$ cat src/rtl/dee_pkg.sv
/*
 package for the data nonvolatile store access controller: register offsets,
 field positions, reset values, timing counts, state type.
 assumes an APB slave with 32-bit data, one register per aligned word.
*/
package dee_pkg;
   // ----------------------------------------
   // register map
   // ----------------------------------------
   localparam logic [11:0] DEE_OFS_CONTROL = 12'h000;
   localparam logic [11:0] DEE_OFS_ADDRESS = 12'h004;
   localparam logic [11:0] DEE_OFS_DATA = 12'h008;
   // ----------------------------------------
   // control field positions, array widths and depth
   // ----------------------------------------
   localparam int DEE_BIT_READ = 7;
   localparam int DEE_BIT_WRITE = 6;
   localparam int DEE_BIT_WREN = 5;
   localparam int DEE_BIT_BUSY = 4;
   localparam int DEE_BIT_PWR = 3;
   localparam int DEE_ADDR_W = 7;
   localparam int DEE_DATA_W = 8;
   localparam int DEE_DEPTH = 128;
   // ----------------------------------------
   // reset values
   // ----------------------------------------
   localparam logic [7:0] DEE_RST_CONTROL = 8'h00;
   localparam logic [6:0] DEE_RST_ADDRESS = 7'h00;
   localparam logic [7:0] DEE_RST_DATA = 8'h00;
   // ----------------------------------------
   // timing
   // ----------------------------------------
   localparam int DEE_CLK_MHZ = 200;
   localparam int DEE_WRITE_TIME_NS = 100;
   localparam int DEE_WRITE_CYCLES = (DEE_WRITE_TIME_NS * DEE_CLK_MHZ + 999) / 1000;
   localparam logic [7:0] DEE_WRITE_CNT = 8'(DEE_WRITE_CYCLES);
   typedef enum logic [1:0] {
      DEE_IDLE = 2'b00,
      DEE_READ = 2'b01,
      DEE_WRITE = 2'b10
   } dee_state_t;
endpackage

$ cat src/rtl/dee_array_if.sv
/*
 interface between the controller and its storage array.
 assumes both ends sit on sys_clk.
*/
`timescale 1ns/1ps
interface dee_array_if;
   logic powerOn;
   logic readEn;
   logic writeEn;
   logic [6:0] location;
   logic [7:0] wrByte;
   logic [7:0] rdByte;
   modport ctrl (output powerOn, output readEn, output writeEn, output location, output wrByte, input rdByte);
   modport mem (input powerOn, input readEn, input writeEn, input location, input wrByte, output rdByte);
endinterface

$ cat src/rtl/dee_ctrl.sv
/*
 data nonvolatile store access controller: control, address and data
 registers behind an APB slave, sequencing reads and timed write cycles.
 assumes software holds power on and leaves registers alone during a write.
*/
`timescale 1ns/1ps
module dee_ctrl
   import dee_pkg::*;
(
   input wire logic sys_clk,
   input wire logic rst,
   input wire logic psel,
   input wire logic penable,
   input wire logic pwrite,
   input wire logic [11:0] paddr,
   input wire logic [31:0] pwdata,
   input wire logic [3:0] pstrb,
   output logic [31:0] prdata,
   output logic pready,
   output logic pslverr,
   output logic nvm_power_on
);
   // ----------------------------------------
   // state
   // ----------------------------------------
   dee_state_t state_r, state_nxt;
   logic readReq_r, readReq_nxt;
   logic writeReq_r, writeReq_nxt;
   logic nvmWriteEnable_r, nvmWriteEnable_nxt;
   logic nvmPowerOn_r, nvmPowerOn_nxt;
   logic [6:0] location_r, location_nxt;
   logic [7:0] dataByte_r, dataByte_nxt;
   logic [7:0] cnt_r, cnt_nxt;
   logic [31:0] prdata_r, prdata_nxt;
   logic [7:0] writeLen_r, writeLen_nxt;
   logic nvm_write_busy;
   logic wrAcc, rdAcc, hitCtl, hitAdr, hitDat;
   logic [7:0] ctlView;
   dee_array_if arr ();

   dee_array u_array (
      .sys_clk(sys_clk),
      .port(arr.mem)
   );

   // ----------------------------------------
   // bus decode
   // ----------------------------------------
   assign wrAcc = psel && penable && pwrite && pstrb[0];
   assign rdAcc = psel && penable && !pwrite;
   assign hitCtl = paddr == DEE_OFS_CONTROL;
   assign hitAdr = paddr == DEE_OFS_ADDRESS;
   assign hitDat = paddr == DEE_OFS_DATA;
   // read data registered one cycle ahead: answer in the setup-to-access step
   assign pready = psel && penable;
   assign pslverr = psel && penable && !(hitCtl || hitAdr || hitDat);
   assign nvm_write_busy = state_r == DEE_WRITE;
   assign ctlView = {readReq_r, writeReq_r, nvmWriteEnable_r, nvm_write_busy, nvmPowerOn_r, 3'h0};

   // ----------------------------------------
   // next state
   // ----------------------------------------
   always_comb begin
      state_nxt = state_r;
      readReq_nxt = readReq_r;
      writeReq_nxt = writeReq_r;
      nvmWriteEnable_nxt = nvmWriteEnable_r;
      nvmPowerOn_nxt = nvmPowerOn_r;
      location_nxt = location_r;
      dataByte_nxt = dataByte_r;
      cnt_nxt = cnt_r;
      prdata_nxt = prdata_r;
      if (wrAcc && hitCtl) begin
         nvmWriteEnable_nxt = pwdata[DEE_BIT_WREN];
         nvmPowerOn_nxt = pwdata[DEE_BIT_PWR];
      end
      if (wrAcc && hitAdr) begin
         location_nxt = pwdata[6:0];
      end
      if (wrAcc && hitDat) begin
         dataByte_nxt = pwdata[7:0];
      end
      case (state_r)
         DEE_IDLE: begin
            // write wins if both asked together; read waits its turn
            if (writeReq_r && nvmWriteEnable_r && nvmPowerOn_r) begin
               state_nxt = DEE_WRITE;
               cnt_nxt = DEE_WRITE_CNT;
            end else if (writeReq_r && !nvmWriteEnable_r) begin
               writeReq_nxt = 1'b0;
            end else if (readReq_r && nvmPowerOn_r) begin
               state_nxt = DEE_READ;
            end
         end
         DEE_READ: begin
            dataByte_nxt = arr.rdByte;
            readReq_nxt = 1'b0;
            state_nxt = DEE_IDLE;
         end
         DEE_WRITE: begin
            cnt_nxt = cnt_r - 8'h01;
            if (cnt_r == 8'h01) begin
               writeReq_nxt = 1'b0;
               state_nxt = DEE_IDLE;
            end
         end
         default: state_nxt = DEE_IDLE;
      endcase
      // software sets requests only; a set in the clearing cycle wins
      if (wrAcc && hitCtl && pwdata[DEE_BIT_READ]) begin
         readReq_nxt = 1'b1;
      end
      if (wrAcc && hitCtl && pwdata[DEE_BIT_WRITE] && pwdata[DEE_BIT_WREN]) begin
         writeReq_nxt = 1'b1;
      end
      if (psel && !penable && !pwrite) begin
         prdata_nxt = 32'h0;
         if (paddr == DEE_OFS_CONTROL) begin
            prdata_nxt = {24'h0, ctlView};
         end else if (paddr == DEE_OFS_ADDRESS) begin
            prdata_nxt = {25'h0, location_r};
         end else if (paddr == DEE_OFS_DATA) begin
            prdata_nxt = {24'h0, dataByte_r};
         end
      end
   end

   // ----------------------------------------
   // array strobes
   // ----------------------------------------
   assign arr.powerOn = nvmPowerOn_r;
   assign arr.readEn = state_r == DEE_IDLE && !writeReq_r && readReq_r && nvmPowerOn_r;
   assign arr.writeEn = state_r == DEE_WRITE && cnt_r == 8'h01;
   assign arr.location = location_r;
   assign arr.wrByte = dataByte_r;
   assign nvm_power_on = nvmPowerOn_r;
   assign prdata = prdata_r;

   always_ff @(posedge sys_clk) begin
      if (rst) begin
         state_r <= DEE_IDLE;
         readReq_r <= DEE_RST_CONTROL[DEE_BIT_READ];
         writeReq_r <= DEE_RST_CONTROL[DEE_BIT_WRITE];
         nvmWriteEnable_r <= DEE_RST_CONTROL[DEE_BIT_WREN];
         nvmPowerOn_r <= DEE_RST_CONTROL[DEE_BIT_PWR];
         location_r <= DEE_RST_ADDRESS;
         dataByte_r <= DEE_RST_DATA;
         cnt_r <= 8'h00;
         prdata_r <= 32'h0;
      end else begin
         state_r <= state_nxt;
         readReq_r <= readReq_nxt;
         writeReq_r <= writeReq_nxt;
         nvmWriteEnable_r <= nvmWriteEnable_nxt;
         nvmPowerOn_r <= nvmPowerOn_nxt;
         location_r <= location_nxt;
         dataByte_r <= dataByte_nxt;
         cnt_r <= cnt_nxt;
         prdata_r <= prdata_nxt;
      end
   end

   // ----------------------------------------
   // write length helper
   // ----------------------------------------
   // counts cycles spent in the write state; feeds the length check only
   always_comb begin
      writeLen_nxt = 8'h00;
      if (state_r == DEE_WRITE) begin
         writeLen_nxt = writeLen_r + 8'h01;
      end
   end

   always_ff @(posedge sys_clk) begin
      if (rst) begin
         writeLen_r <= 8'h00;
      end else begin
         writeLen_r <= writeLen_nxt;
      end
   end

   // ----------------------------------------
   // checks
   // ----------------------------------------
   chk_read_clears: assert property (@(posedge sys_clk) disable iff (rst)
      state_r == DEE_READ && !(wrAcc && hitCtl && pwdata[DEE_BIT_READ]) |=> !readReq_r && state_r == DEE_IDLE)
      else $error("read request not cleared after read");
   chk_write_holds: assert property (@(posedge sys_clk) disable iff (rst)
      state_r == DEE_WRITE |-> writeReq_r)
      else $error("write request dropped during write cycle");
   chk_write_len: assert property (@(posedge sys_clk) disable iff (rst)
      $fell(state_r == DEE_WRITE) |-> writeLen_r == DEE_WRITE_CNT)
      else $error("write cycle length wrong");
   chk_wren_gate: assert property (@(posedge sys_clk) disable iff (rst)
      $rose(state_r == DEE_WRITE) |-> $past(nvmWriteEnable_r))
      else $error("write started without write enable");
   chk_busy_flag: assert property (@(posedge sys_clk) disable iff (rst)
      psel && !penable && !pwrite && hitCtl |=> prdata_r[DEE_BIT_BUSY] == $past(state_r == DEE_WRITE))
      else $error("busy flag mismatch");
   chk_power_gate: assert property (@(posedge sys_clk) disable iff (rst)
      (arr.readEn || arr.writeEn) |-> nvmPowerOn_r)
      else $error("array access while powered down");
   chk_low_zero: assert property (@(posedge sys_clk) disable iff (rst)
      psel && !penable && !pwrite && paddr == DEE_OFS_CONTROL |=> prdata_r[2:0] == 3'h0)
      else $error("unused control bits not zero");
   chk_read_data: assert property (@(posedge sys_clk) disable iff (rst)
      arr.readEn |=> ##1 dataByte_r == $past(arr.rdByte))
      else $error("read byte not placed in data register");
   chk_addr_top: assert property (@(posedge sys_clk) disable iff (rst)
      psel && !penable && !pwrite && paddr == DEE_OFS_ADDRESS |=> prdata_r[31:7] == 25'h0)
      else $error("address top bit not zero");
   cov_read: cover property (@(posedge sys_clk) disable iff (rst) state_r == DEE_READ);
   cov_write: cover property (@(posedge sys_clk) disable iff (rst) $fell(state_r == DEE_WRITE));
   cov_blocked: cover property (@(posedge sys_clk) disable iff (rst) $fell(writeReq_r) && state_r == DEE_IDLE);
   cov_err: cover property (@(posedge sys_clk) disable iff (rst) pslverr);
endmodule

$ cat src/rtl/dee_array.sv
/*
 128 x 8 storage array with registered read data.
 assumes requests only while powered; content survives power-down.
*/
`timescale 1ns/1ps
module dee_array
   import dee_pkg::*;
(
   input wire logic sys_clk,
   dee_array_if.mem port
);
   logic [7:0] store [DEE_DEPTH];
   logic [7:0] rdByte_r;
   // no reset on content: it stands for nonvolatile cells
   always_ff @(posedge sys_clk) begin
      if (port.powerOn && port.writeEn) begin
         store[port.location] <= port.wrByte;
      end
      if (port.powerOn && port.readEn) begin
         rdByte_r <= store[port.location];
      end
   end
   assign port.rdByte = rdByte_r;
endmodule

$ cat config.mk
export PLATFORM = sky130hd
export DESIGN_NAME = dee_ctrl
export DESIGN_NICKNAME = d
export VERILOG_FILES = /design/src/rtl/dee_pkg.sv /design/src/rtl/dee_array_if.sv /design/src/rtl/dee_ctrl.sv /design/src/rtl/dee_array.sv
export SDC_FILE = /design/constraint.sdc
export NUM_CORES = 1
export LEC_CHECK = 0
export CORE_ASPECT_RATIO = 1.25
export CORE_UTILIZATION = 40
export DETAILED_ROUTE_END_ITERATION = 10
export DONT_BUFFER_PORTS = 1
export PLACE_DENSITY_LB_ADDON = 0.08
export SLEW_MARGIN = 10
export SYNTH_ARGS = -nofsm -noshare
export SYNTH_HDL_FRONTEND = slang
export SYNTH_SLANG_ARGS = --single-unit
$ cat constraint.sdc
create_clock -name sys_clk -period 3.2 [get_ports sys_clk]
set_input_delay 0.32 -clock sys_clk [delete_from_list [all_inputs] [get_ports sys_clk]]
set_output_delay 0.32 -clock sys_clk [all_outputs]
set_load 0.03 [all_outputs]
==> summary.txt <==
Setup path
  • Critical Path AT: 3.62 ns
  • WS Path Type: reg -> reg
  • Cell Chain, Critical Path: buf_4 > buf_12 > nor2b_4 > buf_12 > buf_4 > a221oi_1 > o22a_1 > o22ai_1 > or3b_1 > a2111o_1
  • CP endpoint kind: flop
  • Largest fanout on the critical path: 13
  • Slowest-stage cell, CP: a221oi_1
  • Crit-path max cell delay: 0.46 ns
  • Critical Path RT: 3.66 ns
  • Startpoint types: flop

Timing
  • Setup violators final: 0
  • Slew Limit Fails: 0
  • Final hold vios: 0
  • Setup tns final: 0 ns
  • Hold_ws: 0.0460 ns
  • Tcrit/Tclk final: 0.989
  • Tmin final: 3.16 ns
  • RSZ-0062 raised after global routing: no
  • Measured slew at the worst slew-check pin: 1.00 ns
  • Max Fclk: 316 MHz
  • Slew headroom: 0.331
  • Clock Skew: 0.0192 ns

Yosys
  • Synth area leader: edfxtp_1
  • Post-synth EDFFs: 1,032
  • Synth Instances: 2,637
  • Post-synth cell types: 93
  • #FFs+latches synth: 1,069
  • Ys flop type: edfxtp_1
  • Cell area after synthesis: 0.0427 mm2
  • Avg Cell Area, Syn: 16.2 um2
  • FFs w/ async S/R, synth: 0
  • Yosys top cell area share: 0.725
  • Register area share after synthesis: 0.743
  • Synth warn: 0
  • Synth area leaders: edfxtp_1 (73%), a221oi_1 (3.0%), mux2i_1 (2.1%)

Clock tree
  • Insertion delay to the later sink of the worst-skew pair: 0.71 ns
  • Clock buffer depth: 3
  • CTS root buffer: clkbuf_16
  • CTS tree: built
  • Number of buffers created by CTS: 107
  • Num Clock Sinks: 1,069
  • Htree depth: 3
  • Reg clk slew, reported paths: 0.06 ns

Drt
  • Via/cell ratio: 5.91
  • Pre-Repair DR Iteration Count: 8
  • 1st-iter DRT viols: 2,843
  • Drt wl/cell: 32.0 um
  • DRC: 0
  • Antenna Nets Post-Route: 0
  • Via count: 26,693
  • Post-Route WL: 144 mm

Final layout
  • Final non-filler cell area: 0.0513 mm2
  • Layout cell share with drive strength beyond 1: 0.248
  • NumNets Final: 3,065
  • Ant diodes: 0
  • Most frequent cells in the layout: edfxtp_1 (1,032), buf_4 (389), nor2_1 (213)
  • Area Growth Syn to Fin: 20.0%
  • Commonest non-fill, non-tap cell in the layout: edfxtp_1
  • Fill cells: 8,988
  • Finished Core Util: 0.486

Placed design
  • Placed inst area: 0.0475 mm2
  • Placer Congestion: 0.868
  • Detailed Place HPWL: 93.7 mm
  • PortBufs: 0

Pwr
  • Clock power frac: 0.460
  • Flop pwr share: 0.538
  • PD cells: 547 mW/mm2
  • Peak VDD IR: 0.000484 V
  • Pint: 22.6 mW
  • Leakage: 15.7 nW
  • Switch share: 0.195
  • Switch Pwr: 5.48 mW
  • Combinational power share: 0.003

Job
  • Max Cap Violations: 0

Die
  • Cell Rows: 133
  • Initial Util: 0.405
  • Die height: 367 um
  • IO Count: 88
  • DIE AREA: 0.108 mm2
  • Die width: 294 um
  • Core ar.: 0.106 mm2

Global route
  • Vias in the first global route: 26,769
  • Global-route wire length before repair: 202 mm
  • Congestion Overflow GR: 0
  • Pin count of the biggest net entering global routing: 96
  • Antenna violations before repair: 3
  • GRT Total Usage: 0.266

Outcome
  • Status: complete, no violations

Hold path
  • Worst Hold Class: in -> reg
[critical path, delay by kind of cell, from the launching register on]
family          cells  cell delay (ns)
compound gates      4             1.20
buf+inv             4             0.66
simple gates        2             0.57
flops               1             0.45
[cells by family (layout without fill, tap and decap cells)]
family	count (synthesis)	in the layout	synth area share
and+or+nand+nor	461	461	0.0521
muxes	186	186	0.0544
other	1	24	0.0000878
AOI/OAI and AO/OA	677	677	0.119
DFF	1069	1069	0.743
buffers and inverters	236	675	0.0305
adders and majority gates	2	2	0.000586
xor gates and xnor gates	5	5	0.00103
[stage by stage]
step | worst slack (ns) | std cells | power (mW)
after floorplan | 0.573 | 2660 | 15.5
after global placement | 0.0871 | 4296 | 15.4
after detailed placement | 0.0890 | 4296 | 15.4
after CTS | 0.0624 | 4511 | 28.2
after global routing | 0.00463 | 4516 | 28.8
final | 0.0354 | 4516 | 28.1
[cell type report]
type                    instances  area (um2)  share of cell area
repair buffers                464        4260              0.0830
multi-input cells            1355        9850               0.192
clock inverters                62         694              0.0135
flip-flops and latches       1069       31800               0.620
inverters                      13        50.0            0.000976
well taps                    1417        1770              0.0346
clock buffers                 136        2870              0.0560
[cells in the mapped netlist, types with 12 or more instances]
cell / n
edfxtp_1: 1032
nor2_1: 213
a221oi_1: 148
a21oi_1: 135
buf_2: 94
mux2i_1: 91
nand2_1: 81
a22oi_1: 73
mux2_2: 64
clkbuf_1: 56
buf_4: 52
o21ai_0: 50
dfxtp_1: 37
mux4_2: 30
nor2b_1: 30
o22ai_1: 27
nor3_1: 26
a211oi_1: 24
a222oi_1: 23
a22o_1: 23
o211ai_1: 21
a221o_1: 18
nand3_1: 18
a21bo_2: 15
buf_6: 14
o2bb2ai_1: 14
o22a_1: 12
[path summary, 6_finish.rpt]
| path | start | to | slack, ns | cells after the start |
|---|---|---|---|---|
| setup reg to reg | arr.location[2]$_SDFFE_PP0P_ | u_array.port.rdByte[5]$_DFFE_PP_ | 0.04 | 10 |
| setup / recovery | arr.location[2]$_SDFFE_PP0P_ | u_array.port.rdByte[5]$_DFFE_PP_ | 0.04 | 10 |
| hold reg to reg | cnt_r[1]$_SDFFE_PP0P_ | cnt_r[1]$_SDFFE_PP0P_ | 0.54 | 2 |
| hold / removal | paddr[3] | prdata[3]$_SDFFE_PP0P_ | 0.05 | 5 |
[what timing repair did]
action / 4_1_cts / 5_1_grt
hold buffers: 17 / 0
resized for setup: 0 / 0
buffers inserted: 0 / 5
endpoints found under the setup margin: 0 / 2
hold endpoints to repair: 37 / 0
[state kept, by name, indices dropped and copies added, names as in the netlist]
name and flops:
arr.location 7, arr.wrByte 8, cnt_r 8, nvmWriteEnable_r 1, nvm_power_on 1, prdata 8, readReq_r 1, state_r 2
u_array.port.rdByte 8, u_array.store 1024, writeReq_r 1
[routing by layer]
layer,part of all wire,up-vias,track usage
li1,-,11387,-
met1,0.40,13942,0.343
met2,0.49,1129,0.443
met3,0.067,235,0.0419
met4,0.042,0,0.111
met5,0,-,0.000452
[power groups by stage]
stage / sequential (mW) / clock [mW] / combinational [mW]
floorplan: 15.4 / 0 / 0.0833
global placement: 15.4 / 0 / 0.0544
detailed placement: 15.4 / 0 / 0.0548
CTS: 15.1 / 13.1 / 0.0802
global route: 15.1 / 13.6 / 0.0855
finish: 15.1 / 12.9 / 0.0809
Note: power is estimated with default switching activity, not from simulation.
